==> src/rtl/ddr_consts.vh <==
// Constants of the dual DMA engine with receive ring management
`ifndef DDR_CONSTS_VH
`define DDR_CONSTS_VH

// Register offsets
`define DDR_REG_CTRL 4'h0
`define DDR_REG_RSTART 4'h1
`define DDR_REG_RSTOP 4'h2
`define DDR_REG_CURR 4'h3
`define DDR_REG_BNDRY 4'h4
`define DDR_REG_RADDR_LO 4'h5
`define DDR_REG_RADDR_HI 4'h6
`define DDR_REG_RCOUNT 4'h7
`define DDR_REG_TADDR 4'h8
`define DDR_REG_TCOUNT 4'h9
`define DDR_REG_STATUS 4'hA
`define DDR_REG_UPPER 4'hB

// Control fields
`define DDR_CTRL_RXEN 0
`define DDR_CTRL_RREAD 1
`define DDR_CTRL_RWRITE 2
`define DDR_CTRL_TXGO 3
`define DDR_CTRL_WIDE 4
`define DDR_CTRL_LONG 5

// Status fields
`define DDR_ST_ABORT 0
`define DDR_ST_RDONE 1
`define DDR_ST_TDONE 2
`define DDR_ST_TXFAIL 3
`define DDR_ST_RXOK 4

// Reset values
`define DDR_RST_CTRL 8'h00
`define DDR_RST_PAGE 8'h00
`define DDR_RST_UPPER 16'h0000

// Timing: four bus cycles per memory cycle, wait sampled in t3
`define DDR_T1 2'h0
`define DDR_T2 2'h1
`define DDR_T3 2'h2
`define DDR_T4 2'h3
`define DDR_MAX_COLL 4'hF
`define DDR_STATUS_BYTES 8'h04

`endif

==> src/rtl/ddr_dma.v <==
// Dual DMA engine: local receive/transmit channel, remote channel, receive ring
//
// Our own choices: the address-and-strobe port and the register offsets.
`timescale 1ns/1ps
`include "ddr_consts.vh"

module ddr_dma #(
  parameter DW = 16
) (
  // Clock and reset
  input wire clk,
  input wire sys_rst,
  // Register port
  input wire [3:0] reg_addr,
  input wire [7:0] reg_wdata,
  input wire reg_wr,
  input wire reg_rd,
  output reg [7:0] reg_rdata,
  // Local memory bus
  output reg [31:0] mem_addr,
  output reg [DW-1:0] mem_wdata,
  input wire [DW-1:0] mem_rdata,
  output reg mem_rd,
  output reg mem_wr,
  output reg mem_wide,
  input wire mem_wait,
  // External latch
  output reg latch_load_strobe,
  input wire latch_read_ack,
  input wire latch_write_ack,
  output reg latch_output_enable,
  output reg [DW-1:0] latch_wdata,
  input wire [DW-1:0] latch_rdata,
  // Receive FIFO side
  input wire rx_valid,
  input wire [DW-1:0] rx_data,
  output wire rx_ready,
  input wire rx_end,
  input wire rx_good,
  input wire rx_reject,
  // Transmit FIFO side
  output reg tx_valid,
  output reg [DW-1:0] tx_data,
  input wire tx_ready,
  input wire tx_collision,
  input wire tx_ok
);

  // ----------------------------------------
  // Registers
  // ----------------------------------------
  reg [7:0] ctrl;
  reg [7:0] ring_start_page;
  reg [7:0] ring_stop_page;
  reg [7:0] curr_page;
  reg [7:0] bndry_page;
  reg [15:0] rem_addr;
  reg [7:0] rem_count;
  reg [7:0] tx_page;
  reg [7:0] tx_count;
  reg [15:0] upper_addr;
  reg [7:0] status;

  // ----------------------------------------
  // Working state
  // ----------------------------------------
  localparam S_IDLE = 2'h0;
  localparam S_CYC = 2'h1;
  reg [1:0] state;
  reg [1:0] phase;
  reg [1:0] owner;
  localparam O_RX = 2'h0;
  localparam O_TX = 2'h1;
  localparam O_RRD = 2'h2;
  localparam O_RWR = 2'h3;
  reg last_local;
  reg [15:0] rx_addr;
  reg [7:0] next_page_scratch;
  reg rx_active;
  reg rx_hdr;
  reg [7:0] rx_bytes;
  reg [15:0] tx_addr;
  reg [7:0] tx_left;
  reg tx_active;
  reg [3:0] coll_cnt;
  reg latch_full;
  reg rd_pending;
  reg [DW-1:0] rx_hold;

  wire [7:0] step = ctrl[`DDR_CTRL_WIDE] ? 8'h02 : 8'h01;
  wire [15:0] rx_next = rx_addr + {8'h00, step};
  wire want_rx = rx_active && rx_valid;
  wire want_tx = tx_active && tx_left != 8'h00 && !tx_valid;
  wire want_rrd = ctrl[`DDR_CTRL_RREAD] && rem_count != 8'h00 && !latch_full && rd_pending;
  wire want_rwr = ctrl[`DDR_CTRL_RWRITE] && rem_count != 8'h00 && latch_write_ack;
  wire want_local = want_rx || want_tx;
  wire want_remote = want_rrd || want_rwr;
  wire pick_local = want_local && (!want_remote || !last_local);

  assign rx_ready = state == S_CYC && owner == O_RX && phase == `DDR_T4 && !rx_hdr;

  function [31:0] full_addr;
    input [15:0] low;
    begin
      full_addr = ctrl[`DDR_CTRL_LONG] ? {upper_addr, low} : {16'h0000, low};
    end
  endfunction

  // ----------------------------------------
  // Register port
  // ----------------------------------------
  always @(posedge clk) begin
    if (sys_rst) begin
      reg_rdata <= 8'h00;
    end else if (reg_rd) begin
      case (reg_addr)
        `DDR_REG_CTRL: reg_rdata <= ctrl;
        `DDR_REG_RSTART: reg_rdata <= ring_start_page;
        `DDR_REG_RSTOP: reg_rdata <= ring_stop_page;
        `DDR_REG_CURR: reg_rdata <= curr_page;
        `DDR_REG_BNDRY: reg_rdata <= bndry_page;
        `DDR_REG_RADDR_LO: reg_rdata <= rem_addr[7:0];
        `DDR_REG_RADDR_HI: reg_rdata <= rem_addr[15:8];
        `DDR_REG_RCOUNT: reg_rdata <= rem_count;
        `DDR_REG_TADDR: reg_rdata <= tx_page;
        `DDR_REG_TCOUNT: reg_rdata <= tx_count;
        `DDR_REG_STATUS: reg_rdata <= status;
        `DDR_REG_UPPER: reg_rdata <= upper_addr[15:8];
        default: reg_rdata <= 8'h00;
      endcase
    end else begin
      reg_rdata <= 8'h00;
    end
  end

  // ----------------------------------------
  // DMA engine
  // ----------------------------------------
  always @(posedge clk) begin
    if (sys_rst) begin
      ctrl <= `DDR_RST_CTRL;
      ring_start_page <= `DDR_RST_PAGE;
      ring_stop_page <= `DDR_RST_PAGE;
      curr_page <= `DDR_RST_PAGE;
      bndry_page <= `DDR_RST_PAGE;
      rem_addr <= 16'h0000;
      rem_count <= 8'h00;
      tx_page <= 8'h00;
      tx_count <= 8'h00;
      upper_addr <= `DDR_RST_UPPER;
      status <= 8'h00;
      state <= S_IDLE;
      phase <= `DDR_T1;
      owner <= O_RX;
      last_local <= 1'b0;
      rx_addr <= 16'h0000;
      next_page_scratch <= 8'h00;
      rx_active <= 1'b0;
      rx_hdr <= 1'b0;
      rx_bytes <= 8'h00;
      tx_addr <= 16'h0000;
      tx_left <= 8'h00;
      tx_active <= 1'b0;
      coll_cnt <= 4'h0;
      latch_full <= 1'b0;
      rd_pending <= 1'b0;
      rx_hold <= {DW{1'b0}};
      mem_addr <= 32'h00000000;
      mem_wdata <= {DW{1'b0}};
      mem_rd <= 1'b0;
      mem_wr <= 1'b0;
      mem_wide <= 1'b0;
      latch_load_strobe <= 1'b0;
      latch_output_enable <= 1'b0;
      latch_wdata <= {DW{1'b0}};
      tx_valid <= 1'b0;
      tx_data <= {DW{1'b0}};
    end else begin
      if (tx_valid && tx_ready) begin
        tx_valid <= 1'b0;
      end
      if (latch_read_ack) begin
        latch_full <= 1'b0;
        rd_pending <= 1'b1;
      end
      if (reg_wr) begin
        case (reg_addr)
          `DDR_REG_CTRL: begin
            ctrl <= reg_wdata;
            if (reg_wdata[`DDR_CTRL_RREAD]) begin
              rd_pending <= 1'b1;
            end
            if (reg_wdata[`DDR_CTRL_TXGO]) begin
              tx_active <= 1'b1;
              tx_addr <= {tx_page, 8'h00};
              tx_left <= tx_count;
              coll_cnt <= 4'h0;
            end
            if (reg_wdata[`DDR_CTRL_RXEN] && !rx_active) begin
              rx_active <= 1'b1;
              rx_hdr <= 1'b0;
              rx_bytes <= 8'h00;
              rx_addr <= {curr_page, `DDR_STATUS_BYTES};
            end
          end
          `DDR_REG_RSTART: ring_start_page <= reg_wdata;
          `DDR_REG_RSTOP: ring_stop_page <= reg_wdata;
          `DDR_REG_CURR: curr_page <= reg_wdata;
          `DDR_REG_BNDRY: begin
            bndry_page <= reg_wdata;
            rem_addr <= {reg_wdata, 8'h00};
          end
          `DDR_REG_RADDR_LO: rem_addr[7:0] <= reg_wdata;
          `DDR_REG_RADDR_HI: rem_addr[15:8] <= reg_wdata;
          `DDR_REG_RCOUNT: rem_count <= reg_wdata;
          `DDR_REG_TADDR: tx_page <= reg_wdata;
          `DDR_REG_TCOUNT: tx_count <= reg_wdata;
          `DDR_REG_STATUS: status <= status & ~reg_wdata;
          `DDR_REG_UPPER: upper_addr <= {reg_wdata, reg_wdata};
          default: ;
        endcase
      end
      // Collision: rewind and resend without software, fail after the last try
      if (tx_collision && tx_active) begin
        if (coll_cnt == `DDR_MAX_COLL) begin
          tx_active <= 1'b0;
          status[`DDR_ST_TXFAIL] <= 1'b1;
        end else begin
          coll_cnt <= coll_cnt + 4'h1;
          tx_addr <= {tx_page, 8'h00};
          tx_left <= tx_count;
        end
      end else if (tx_ok && tx_active) begin
        tx_active <= 1'b0;
        status[`DDR_ST_TDONE] <= 1'b1;
      end
      // End of packet: status header at current page, or reclaim
      if (rx_end && rx_active && !rx_hdr) begin
        if (rx_good && !rx_reject) begin
          rx_hdr <= 1'b1;
          next_page_scratch <= (rx_addr[7:0] == 8'h00) ? rx_addr[15:8] :
            ((rx_addr[15:8] + 8'h01 == ring_stop_page) ? ring_start_page : rx_addr[15:8] + 8'h01);
          rx_hold <= {rx_bytes, 8'h01};
          rx_addr <= {curr_page, 8'h00};
        end else begin
          rx_addr <= {curr_page, `DDR_STATUS_BYTES};
          rx_bytes <= 8'h00;
        end
      end
      case (state)
        S_IDLE: begin
          if (rx_hdr || want_local || want_remote) begin
            state <= S_CYC;
            phase <= `DDR_T1;
            mem_wide <= ctrl[`DDR_CTRL_WIDE];
            if (rx_hdr) begin
              owner <= O_RX;
              mem_addr <= full_addr(rx_addr);
              mem_wdata <= rx_hold;
              mem_wr <= 1'b1;
            end else if (pick_local) begin
              last_local <= 1'b1;
              owner <= want_rx ? O_RX : O_TX;
              mem_addr <= full_addr(want_rx ? rx_addr : tx_addr);
              mem_wdata <= rx_data;
              mem_wr <= want_rx;
              mem_rd <= !want_rx;
            end else begin
              last_local <= 1'b0;
              owner <= want_rwr ? O_RWR : O_RRD;
              mem_addr <= full_addr(rem_addr);
              mem_wr <= want_rwr;
              mem_rd <= !want_rwr;
              latch_output_enable <= want_rwr;
              rd_pending <= 1'b0;
            end
          end
        end
        S_CYC: begin
          // Wait sampled only in t3, each wait adds one whole clock
          if (!(phase == `DDR_T3 && mem_wait)) begin
            phase <= phase + 2'h1;
          end
          if (phase == `DDR_T3 && !mem_wait) begin
            if (owner == O_RRD) begin
              latch_wdata <= mem_rdata;
              latch_load_strobe <= 1'b1;
            end
            if (owner == O_RWR) begin
              mem_wdata <= latch_rdata;
            end
            if (owner == O_TX) begin
              tx_data <= mem_rdata;
            end
          end
          if (phase == `DDR_T4) begin
            state <= S_IDLE;
            mem_rd <= 1'b0;
            mem_wr <= 1'b0;
            latch_load_strobe <= 1'b0;
            latch_output_enable <= 1'b0;
            case (owner)
              O_RX: begin
                if (rx_hdr) begin
                  rx_hdr <= 1'b0;
                  curr_page <= next_page_scratch;
                  rx_addr <= {next_page_scratch, `DDR_STATUS_BYTES};
                  rx_bytes <= 8'h00;
                  status[`DDR_ST_RXOK] <= 1'b1;
                end else begin
                  rx_bytes <= rx_bytes + step;
                  if (rx_next[7:0] == 8'h00) begin
                    // Linking: stop page checked before boundary
                    if (rx_next[15:8] == ring_stop_page) begin
                      rx_addr <= {ring_start_page, 8'h00};
                      if (ring_start_page == bndry_page) begin
                        rx_active <= 1'b0;
                        status[`DDR_ST_ABORT] <= 1'b1;
                      end
                    end else if (rx_next[15:8] == bndry_page) begin
                      rx_active <= 1'b0;
                      status[`DDR_ST_ABORT] <= 1'b1;
                    end else begin
                      rx_addr <= rx_next;
                    end
                  end else begin
                    rx_addr <= rx_next;
                  end
                end
              end
              O_TX: begin
                tx_valid <= 1'b1;
                // A collision in this same clock must still rewind the packet
                tx_addr <= tx_collision ? {tx_page, 8'h00} : tx_addr + {8'h00, step};
                tx_left <= tx_collision ? tx_count : ((tx_left > step) ? tx_left - step : 8'h00);
              end
              default: begin
                rem_addr <= rem_addr + {8'h00, step};
                rem_count <= (rem_count > step) ? rem_count - step : 8'h00;
                if (owner == O_RRD) begin
                  latch_full <= 1'b1;
                end
                if (rem_count <= step) begin
                  status[`DDR_ST_RDONE] <= 1'b1;
                end
              end
            endcase
          end
        end
        default: state <= S_IDLE;
      endcase
    end
  end

endmodule

==> config.mk <==
export PLATFORM = sky130hd
export DESIGN_NAME = ddr_dma
export DESIGN_NICKNAME = d
export VERILOG_FILES = /design/src/rtl/ddr_dma.v
export VERILOG_INCLUDE_DIRS = /design/src /design/src/rtl
export SDC_FILE = /design/constraint.sdc
export NUM_CORES = 1
export LEC_CHECK = 0
export BUFFER_PORTS_ARGS = -buffer_cell sky130_fd_sc_hd__buf_4
export CAP_MARGIN = 20
export CORE_ASPECT_RATIO = 0.75
export CORE_MARGIN = 2
export CORE_UTILIZATION = 53
export DETAILED_ROUTE_END_ITERATION = 12
export PLACE_DENSITY_LB_ADDON = 0.2
export SLEW_MARGIN = 20
export SYNTH_ARGS = -nofsm -noshare
export SYNTH_HDL_FRONTEND = slang
export SYNTH_SLANG_ARGS = --single-unit
==> constraint.sdc <==
create_clock -name clk -period 3.59 [get_ports clk]
set_input_delay 0.718 -clock clk [delete_from_list [all_inputs] [get_ports clk]]
set_output_delay 0.718 -clock clk [all_outputs]
set_load 0.01 [all_outputs]
==> metrics.txt, run 1 <==
number of flip-flops and latches in the synthesized netlist=roughly 260; total standard cell area after synthesis=between 10000 and 15000 um^2; Period Utilization, post-route=95.23%; GRT Resource Usage Total=between 30% and 40%; post-synthesis mux area share=4.535%; core region area=between 20000 and 30000 um^2; IO Port Bufs=168; required time at the worst-slack endpoint=between 4 and 5 ns; synthesized-area fraction occupied by ao, oa, aoi and oai cells=22.22%; gpl congestion=1.019; share of flip-flops with an asynchronous set or reset=0%; iteration count of the initial detailed-routing pass=6; cell types occupying the most area after synthesis=sky130_fd_sc_hd__dfxtp_1 (38%), sky130_fd_sc_hd__nand2_1 (8.3%), sky130_fd_sc_hd__a21oi_1 (7.4%); largest clock skew in the final design=0.01731 ns; Synth Area in XOR/XNOR=under 10%; nature of the critical path endpoint=register; outcome=complete, no violations; fraction of synthesized cell area taken by the top area cell type=roughly 38%; diode count=0; wire length per cell after detailed routing=22.84 um; Skew-Pair Late Insertion Delay=0.58 ns; total power per unit cell area=380.1 nW/um^2; top flip-flop cell by instance count after synthesis=sky130_fd_sc_hd__dfxtp_1; CTS H-tree lvls=1; max-cap violations=0; number of library cell types mapped by synthesis=74; CTS buffer count=27; post-synth top area cell=sky130_fd_sc_hd__dfxtp_1; worst slew margin relative to its limit=37.34%; count of unresolved DRC violations after routing=0; count of clock tree sinks=262; count of endpoints failing setup in the final report=0; Worst-path clk slew=roughly 0.070 ns; initial core utilization=53.88%; number of antenna violations at the first check in global routing=1; top cell types by occurrence after synthesis=sky130_fd_sc_hd__nand2_1 (308), sky130_fd_sc_hd__dfxtp_1 (262), sky130_fd_sc_hd__a21oi_1 (206), sky130_fd_sc_hd__nor2_1 (205), sky130_fd_sc_hd__clkbuf_1 (97); largest family of logic cells by synthesized area=simple AND/OR/NAND/NOR gates; Clock Tree Buf Depth=3; clk root buf=sky130_fd_sc_hd__clkbuf_16; grt ovf=0; actual transition at the worst max-transition pin=0.9348 ns; leak pwr=6.174 nW; largest net degree at the start of global routing=about 110; final-stage net count=2057; area occupied by multi-input gates=8074 um^2; Yosys warning total=0; Final ANT Viol Nets=0; syn_area_per_cell=~7.6 um^2; maximum VDD drop=approximately 0.40 mV; met3 Usage GRT=between 10% and 20%; largest fanout of any net on the critical path=5; type of the setup path with the least slack=reg -> reg; Final Power=0.006290 W; synthesized-area fraction occupied by adder cells=2.295%; violation count after the first detailed-routing iteration=1900; Simple-Gate Fraction of Synth Area=25.42%; grt peak-use layer=met2; Area growth syn-to-layout=18.54%; met1 usage=a little over half; sequential element share of the synthesized area=37.57%; die height=144.6 um; final-layout setup total negative slack=0 ns; die area=about 28000 um^2; first-pass GRT wire length=79.31 mm; number of cells produced by synthesis=1832; number of slew-limit violations in the final report=0; Ports=169; Final Hold Fails=0; startpoint type of the worst setup path=register; number of global-route vias before repair=13270; ratio of routed vias to standard cells=6.375; Core Rows=51; synthesized net count=1928; number of inserted filler cells in the final layout=2336; fraction of final layout cells with drive strength greater than 1=15.31%; leading cell type by number of instances after synthesis=sky130_fd_sc_hd__nand2_1; Period minus WS final=3.419 ns; top achievable clock speed=between 200 and 300 MHz; DR vias=14810; Detailed Route WL=53.05 mm; worst path arrival time=a little under 4 ns; post-CTS setup buffers=0; setup repair after global routing missed its margin=no; CTS tree=built; GR Util met2=55.03%; number of flops mapped to enable cells by yosys=0; DP Wirelength=38.67 mm; Tightest Hold Check Type=in -> reg; die extent in x=191.4 um; combined flip-flop and latch cell area=5245 um^2
-- where the power goes --
group          internal [W]  switching, W  leakage [nW]
sequential          0.00293     0.0000343          2.11
combinational      0.000141      0.000263          3.61
clock               0.00167       0.00126         0.448
-- metrics by stage --
stage               std cells  utilization [%]  instance area, um^2  setup slack [ns]  hold WS [ns]
global route             2323            63.87                16550           0.02629        0.4002
global placement         2276            60.36                15640            0.2621        0.4195
CTS                      2323            63.85                16540            0.1000        0.3957
finish                   2323            63.87                16550            0.1713        0.4081
detailed placement       2276            60.36                15640            0.1334        0.4277
floorplan                1832                -                13960            0.1231        0.4116
-- cells by family after synthesis --
logic type | count (synthesis)
simple gates | 782
compound gates | 493
flops | 262
buf+inv | 160
mux | 63
xor+xnor | 50
fa+ha+maj | 22
-- state kept, by name (all words and copies together), names as in the netlist, 9 cells and up --
register,cells
mem_addr,24
latch_wdata,16
mem_wdata,16
rem_addr,16
rx_addr,16
tx_addr,16
tx_data,16
rx_hold,9
-- worst paths after layout --
kind / depth (start not counted) / slack, ns / startpoint / endpoint
worst max-delay path: 10 / 0.17 / rx_addr[0] / rx_active
worst min-delay path: 3 / 0.41 / mem_rdata[15] / latch_wdata[15]
worst max register to register: 10 / 0.17 / rx_addr[0] / rx_active
worst min register to register: 2 / 0.44 / status[5] / status[5]
-- cells in the final DEF (no fill, tap or decap), drive strengths merged, types with 25 or more instances in the layout --
cell type  count
a31oi         29
a211oi        39
o21ai         76
a21oi        206
clkbuf        38
nor2         205
nor3          45
dfxtp        262
buf          237
mux2i         61
and3          25
nand3         88
xor2          25
nand2        308
-- metal layers --
metal	share of wire [%]	up-vias	routed length (um)
li1	-	6817	-
met1	43	6974	22630
met2	42	895	22320
met3	12	122	6599
met4	2.8	2	1491
met5	0.034	-	18
-- critical path, stage by stage, from the launching register on --
cell and delay, ns:
sky130_fd_sc_hd__dfxtp_1 0.40, sky130_fd_sc_hd__ha_1 0.25, sky130_fd_sc_hd__fa_1 0.28, sky130_fd_sc_hd__and4_4 0.28, sky130_fd_sc_hd__nand4_1 0.20, sky130_fd_sc_hd__a2111oi_1 0.45, sky130_fd_sc_hd__o2111ai_1 0.24, sky130_fd_sc_hd__nor4_2 0.31
sky130_fd_sc_hd__a21oi_1 0.16, sky130_fd_sc_hd__or4_1 0.55, sky130_fd_sc_hd__nor3b_2 0.17
-- timing repair --
item                                    in CTS  in global routing
hold buffers                                 0                  0
endpoints found under the setup margin       0                  8
resized for setup                            0                  2
-- final cells by class --
| class | count | share of cell area, % |
|---|---|---|
| repair buffers | 237 | 10.93 |
| well taps | 344 | 2.601 |
| inverters | 23 | 0.5217 |
| clock inverters | 9 | 0.7637 |
| flip-flops and latches | 262 | 31.70 |
| clock buffers | 38 | 4.696 |
| multi-input cells | 1410 | 48.79 |
Power figures use the tool's default switching activity.
==> run 2: changes to the inputs <==
- BUFFER_PORTS_ARGS: -buffer_cell sky130_fd_sc_hd__buf_4 -> unset
- CORE_UTILIZATION: 53 -> 55
- DONT_BUFFER_PORTS: unset -> 1
==> metrics.txt, run 2 (same netlist as run 1, synthesis figures left out) <==
outcome=complete, no violations (unchanged); CTS buffer count=27 (unchanged); Detailed Route WL=50.55 mm (was 53.05 mm); initial core utilization=55.92% (was 53.88%); type of the setup path with the least slack=reg -> reg (unchanged); clk root buf=sky130_fd_sc_hd__clkbuf_16 (unchanged); largest clock skew in the final design=0.01594 ns (was 0.01731 ns); Period Utilization, post-route=96.93% (was 95.23%); number of slew-limit violations in the final report=0 (unchanged); wire length per cell after detailed routing=23.59 um (was 22.84 um); top achievable clock speed=287.4 MHz (was 292.5 MHz); Clock Tree Buf Depth=3 (unchanged); most common library cell in the layout ignoring fill and taps=sky130_fd_sc_hd__nand2_1 (unchanged); gpl congestion=0.9793 (was 1.019); ratio of routed vias to standard cells=6.538 (was 6.375); most flop-heavy register=mem_addr (unchanged); commonest cells after routing, fill and taps aside=sky130_fd_sc_hd__nand2_1 (308), sky130_fd_sc_hd__dfxtp_1 (262), sky130_fd_sc_hd__nor2_1 (205), sky130_fd_sc_hd__a21oi_1 (205), sky130_fd_sc_hd__nand3_1 (86) (was sky130_fd_sc_hd__nand2_1 (308), sky130_fd_sc_hd__dfxtp_1 (262), sky130_fd_sc_hd__buf_4 (234), sky130_fd_sc_hd__nor2_1 (205), sky130_fd_sc_hd__a21oi_1 (205)); delay contributed by the slowest stage of the critical path=0.58 ns (was 0.55 ns); grt peak-use layer=met2 (unchanged); total power per unit cell area=404.2 nW/um^2 (was 380.1 nW/um^2); core region area=24960 um^2 (was 25910 um^2); met1 usage=51.28% (was 54.27%); DP Wirelength=36.23 mm (was 38.67 mm); worst slew margin relative to its limit=35.21% (was 37.34%); IO Port Bufs=0 (was 168); cell-by-cell trace of the critical path=inv_1 -> ha_1 -> fa_1 -> buf_4 -> nand4_1 -> nor3_1 -> xnor2_1 -> o2111ai_1 -> nor4_2 -> a21oi_1 -> or4_1 -> nor3b_2 (was ha_1 -> fa_1 -> and4_4 -> nand4_1 -> a2111oi_1 -> o2111ai_1 -> nor4_2 -> a21oi_1 -> or4_1 -> nor3b_2); leak pwr=5.263 nW (was 6.174 nW); startpoint type of the worst setup path=register (unchanged); Final Hold Fails=0 (unchanged); number of global-route vias before repair=12830 (was 13270); Final Power=0.006154 W (was 0.006290 W); count of unresolved DRC violations after routing=0 (unchanged); Tightest Hold Check Type=in -> reg (unchanged); required time at the worst-slack endpoint=4.03 ns (about the same); violation count after the first detailed-routing iteration=1942 (was 1900); max-cap violations=0 (unchanged); worst path arrival time=3.92 ns (was 3.86 ns); iteration count of the initial detailed-routing pass=6 (unchanged); diode count=0 (unchanged); cts hold-fix bufs=0 (unchanged); fraction of final layout cells with drive strength greater than 1=7.368% (was 15.31%); first-pass GRT wire length=76.25 mm (was 79.31 mm); Period minus WS final=3.480 ns (was 3.419 ns); nature of the critical path endpoint=register (unchanged); actual transition at the worst max-transition pin=0.9666 ns (was 0.9348 ns); Area growth syn-to-layout=9.079% (was 18.54%); Core Rows=50 (was 51); number of antenna violations at the first check in global routing=0 (was 1); GRT Resource Usage Total=36.73% (was 37.52%); number of inserted filler cells in the final layout=2287 (was 2336); CTS H-tree lvls=1 (unchanged); grt ovf=0 (unchanged); Worst Hold Margin=0.2304 ns (was 0.4081 ns); count of clock tree sinks=262 (unchanged); die area=26680 um^2 (was 27670 um^2); GR Util met2=53.33% (was 55.03%); die height=142.0 um (was 144.6 um); Worst-path clk slew=0.06 ns (was 0.07 ns); cell total after placement=2091 (was 2276); Critical-path top delay cell=sky130_fd_sc_hd__or4_1 (unchanged); Skew-Pair Late Insertion Delay=0.57 ns (was 0.58 ns); die extent in x=188.0 um (was 191.4 um); met3 Usage GRT=13.21% (was 10.05%); largest net degree at the start of global routing=230 (was 109); maximum VDD drop=0.4022 mV (was 0.4034 mV); DR vias=14010 (was 14810); Final ANT Viol Nets=0 (unchanged); Post-Layout Cell Count=2143 (was 2323); count of endpoints failing setup in the final report=0 (unchanged); flip-flop count of the largest register, all copies and words added=24 (unchanged); largest fanout of any net on the critical path=5 (unchanged); Ports=169 (unchanged); CTS tree=built (unchanged); final-stage net count=1880 (was 2057)
==> run 2: cell count changes in the layout (fill, tap and decap cells not counted), moves of 2 or more <==
cell	change
sky130_fd_sc_hd__buf_12	-2
sky130_fd_sc_hd__buf_4	-174
sky130_fd_sc_hd__clkbuf_1	-3
sky130_fd_sc_hd__clkbuf_8	+3
sky130_fd_sc_hd__clkinv_2	+2
sky130_fd_sc_hd__clkinvlp_4	+3
sky130_fd_sc_hd__inv_8	-2
==> run 2: through the flow <==
stage | util [%] | TNS, ns | worst slack (ns) | cell area, um^2
floorplan | - | 0 | 0.1231 | 13960
global route | 61.00 | -0.2705 | -0.06648 | 15230
CTS | 60.90 | 0 | 0.2060 | 15200
detailed placement | 57.12 | 0 | 0.2455 | 14260
finish | 61.00 | 0 | 0.1101 | 15230
global placement | 57.12 | 0 | 0.2480 | 14260
==> run 2: repair_timing <==
action	4_1_cts	5_1_grt
resized for setup	0	3
endpoints found under the hold margin	0	0
buffers inserted	0	1
setup endpoints to repair	0	14
==> run 2: critical path, delay by kind of cell, from the launching register on <==
kind                     cells  cell delay [ns]
buffers and inverters        2             0.27
XOR/XNOR                     1             0.25
adder cells (fa/ha/maj)      2             0.70
flip-flops                   1             0.40
AND/OR/NAND/NOR              5             1.40
AO/OA/AOI/OAI                2             0.34
==> run 2: path summary, 6_finish.rpt <==
kind              from          end  slack [ns]  depth (start not counted)
max reg2reg    ctrl[4]    rx_active        0.11                         12
min reg2reg  status[5]    status[5]        0.44                          2
min            sys_rst  rx_hold[15]        0.23                          1
max            ctrl[4]    rx_active        0.11                         12
==> run 2: layout make-up <==
| cell class | instances | area [um^2] | share of cell area, % |
|---|---|---|---|
| clock buffer | 38 | 807.0 | 5.300 |
| clock inverter | 12 | 136.4 | 0.8956 |
| inverter | 23 | 86.33 | 0.5670 |
| multi-input combinational | 1410 | 8079 | 53.06 |
| sequential | 262 | 5245 | 34.45 |
| tap | 338 | 422.9 | 2.777 |
| timing repair buffer | 60 | 450.4 | 2.958 |
==> run 2: per-layer routing <==
layer	wire length (um)	part of all wire (%)
met5	0	0
met1	21140	42
met2	20890	41
met4	1659	3.3
met3	6863	14
==> run 2: report_power, final <==
| group | leakage (nW) | internal (W) | switching (W) |
|---|---|---|---|
| Combinational | 2.69 | 0.0000831 | 0.000138 |
| Clock | 0.462 | 0.00172 | 0.00125 |
| Sequential | 2.11 | 0.00293 | 0.0000371 |
==> run 3: changes to the inputs <==
- CORE_UTILIZATION: 55 -> 57
==> metrics.txt, run 3 (same netlist as run 1, synthesis figures left out) <==
number of global-route vias before repair=12870 (was 12830); CTS buffer count=26 (was 27); flip-flop count of the largest register, all copies and words added=24 (unchanged); leak pwr=5.190 nW (was 5.263 nW); Ports=169 (unchanged); top achievable clock speed=296.9 MHz (was 287.4 MHz); startpoint type of the worst setup path=register (unchanged); number of antenna violations at the first check in global routing=0 (unchanged); required time at the worst-slack endpoint=4.01 ns (was 4.03 ns); worst slew margin relative to its limit=32.38% (was 35.21%); largest fanout of any net on the critical path=5 (unchanged); worst slack at placement=0.2934 ns (was 0.2455 ns); Period Utilization, post-route=93.81% (was 96.93%); type of the setup path with the least slack=reg -> reg (unchanged); Detailed Route WL=50.89 mm (was 50.55 mm); die height=139.5 um (was 142.0 um); post-layout worst setup margin=0.2221 ns (was 0.1101 ns); largest clock skew in the final design=0.01824 ns (was 0.01594 ns); cts hold-fix bufs=0 (unchanged); number of slew-limit violations in the final report=0 (unchanged); combined flip-flop and latch cell area=5245 um^2 (unchanged); Skew-Pair Late Insertion Delay=0.56 ns (was 0.57 ns); diode count=0 (unchanged); GRT Resource Usage Total=38.92% (was 36.73%); CTS H-tree lvls=1 (unchanged); Core Rows=49 (was 50); iteration count of the initial detailed-routing pass=8 (was 6); Final Hold Fails=0 (unchanged); fraction of final layout cells with drive strength greater than 1=7.008% (was 7.368%); most common library cell in the layout ignoring fill and taps=sky130_fd_sc_hd__nand2_1 (unchanged); gpl congestion=1.013 (was 0.9793); final-layout setup total negative slack=0 ns (unchanged); die area=25770 um^2 (was 26680 um^2); setup repair after global routing missed its margin=no; first-pass GRT wire length=77.28 mm (was 76.25 mm); area occupied by multi-input gates=8084 um^2 (was 8079 um^2); count of clock tree sinks=262 (unchanged); nature of the critical path endpoint=register (unchanged); total power per unit cell area=390.3 nW/um^2 (was 404.2 nW/um^2); most flop-heavy register=mem_addr (unchanged); Worst-path clk slew=0.07 ns (was 0.06 ns); number of inserted filler cells in the final layout=2195 (was 2287); utilization of the core after routing=62.79% (was 61.00%); commonest cells after routing, fill and taps aside=sky130_fd_sc_hd__nand2_1 (308), sky130_fd_sc_hd__dfxtp_1 (262), sky130_fd_sc_hd__nor2_1 (205), sky130_fd_sc_hd__a21oi_1 (205), sky130_fd_sc_hd__nand3_1 (86) (unchanged); ratio of routed vias to standard cells=6.581 (was 6.538); CTS tree=built (unchanged); core region area=24030 um^2 (was 24960 um^2); DP Area=14220 um^2 (was 14260 um^2); wire length per cell after detailed routing=23.91 um (was 23.59 um); grt ovf=0 (unchanged); Tightest Hold Check Type=in -> reg (unchanged); worst path arrival time=3.79 ns (was 3.92 ns); Non-Filler Cell Area, Final=15090 um^2 (was 15230 um^2); Area growth syn-to-layout=8.094% (was 9.079%); DP Wirelength=36.48 mm (was 36.23 mm); die extent in x=184.7 um (was 188.0 um); count of unresolved DRC violations after routing=0 (unchanged); max-cap violations=0 (unchanged); IO Port Bufs=0 (unchanged); final-stage net count=1874 (was 1880); clk root buf=sky130_fd_sc_hd__clkbuf_16 (unchanged); Period minus WS final=3.368 ns (was 3.480 ns); initial core utilization=58.09% (was 55.92%); Final ANT Viol Nets=0 (unchanged); actual transition at the worst max-transition pin=1.009 ns (was 0.9666 ns); DR vias=14010 (unchanged); violation count after the first detailed-routing iteration=1900 (was 1942); largest net degree at the start of global routing=230 (unchanged); count of endpoints failing setup in the final report=0 (unchanged); outcome=complete, no violations (unchanged); Clock Tree Buf Depth=3 (unchanged); maximum VDD drop=0.3941 mV (was 0.4022 mV)
==> run 3: cell count changes in the layout (fill, tap and decap cells not counted), moves of 2 or more <==
cell and change:
sky130_fd_sc_hd__clkinv_4 +4, sky130_fd_sc_hd__clkbuf_8 -7, sky130_fd_sc_hd__buf_4 -5, sky130_fd_sc_hd__bufinv_16 -2
sky130_fd_sc_hd__inv_6 +3
==> run 3: cell type report <==
| cell class | instances | area share (%) |
|---|---|---|
| repair buffers | 55 | 2.736 |
| clock inverters | 18 | 1.070 |
| multi-input cells | 1410 | 53.57 |
| flip-flops and latches | 262 | 34.76 |
| inverters | 23 | 0.5721 |
| well taps | 331 | 2.745 |
| clock buffers | 30 | 4.544 |
==> run 3: path summary, 6_finish.rpt <==
path | cells after the start | slack (ns) | startpoint | to
worst max-delay path | 11 | 0.22 | ctrl[4] | rx_active
worst min-delay path | 1 | 0.24 | sys_rst | rx_hold[14]
worst max register to register | 11 | 0.22 | ctrl[4] | rx_active
worst min register to register | 2 | 0.44 | status[7] | status[7]
==> run 3: critical path: stages, from the launching register on <==
cell                        delay, ns
sky130_fd_sc_hd__dfxtp_1         0.35
sky130_fd_sc_hd__inv_1           0.09
sky130_fd_sc_hd__ha_1            0.21
sky130_fd_sc_hd__fa_2            0.28
sky130_fd_sc_hd__and4_4          0.26
sky130_fd_sc_hd__nand4_1         0.21
sky130_fd_sc_hd__a2111oi_2       0.37
sky130_fd_sc_hd__o2111ai_1       0.21
sky130_fd_sc_hd__nor4_2          0.38
sky130_fd_sc_hd__a21oi_1         0.13
sky130_fd_sc_hd__or4_1           0.57
sky130_fd_sc_hd__nor3b_2         0.18
==> run 3: timing repair <==
item | in CTS | in global routing
gates resized for setup | 0 | 3
setup buffers | 0 | 1
endpoints found under the setup margin | 0 | 6
==> run 3: metrics by stage <==
step           hold WS (ns)  total power [W]  std cells
2_1_floorplan        0.4116         0.003226       1832
3_3_place_gp         0.4211         0.003236       2080
3_5_place_dp         0.4256         0.003237       2080
4_1_cts              0.2295         0.005896       2128
5_1_grt              0.2252         0.006044       2129
6_report             0.2356         0.005889       2129
==> run 3: power by group <==
group          leakage [nW]  switching [W]  internal, W
clock                 0.413        0.00129      0.00141
sequential             2.11      0.0000370      0.00293
combinational          2.66       0.000138    0.0000799
==> run 3: routing by layer <==
layer	global-route usage (%)	vias up	routed length, um	share of wire, %
met3	13.09	132	6642	13
met4	12.20	0	1848	3.6
met1	55.00	6600	21260	42
met5	0	-	0	0
li1	-	6454	-	-
met2	55.84	826	21140	42
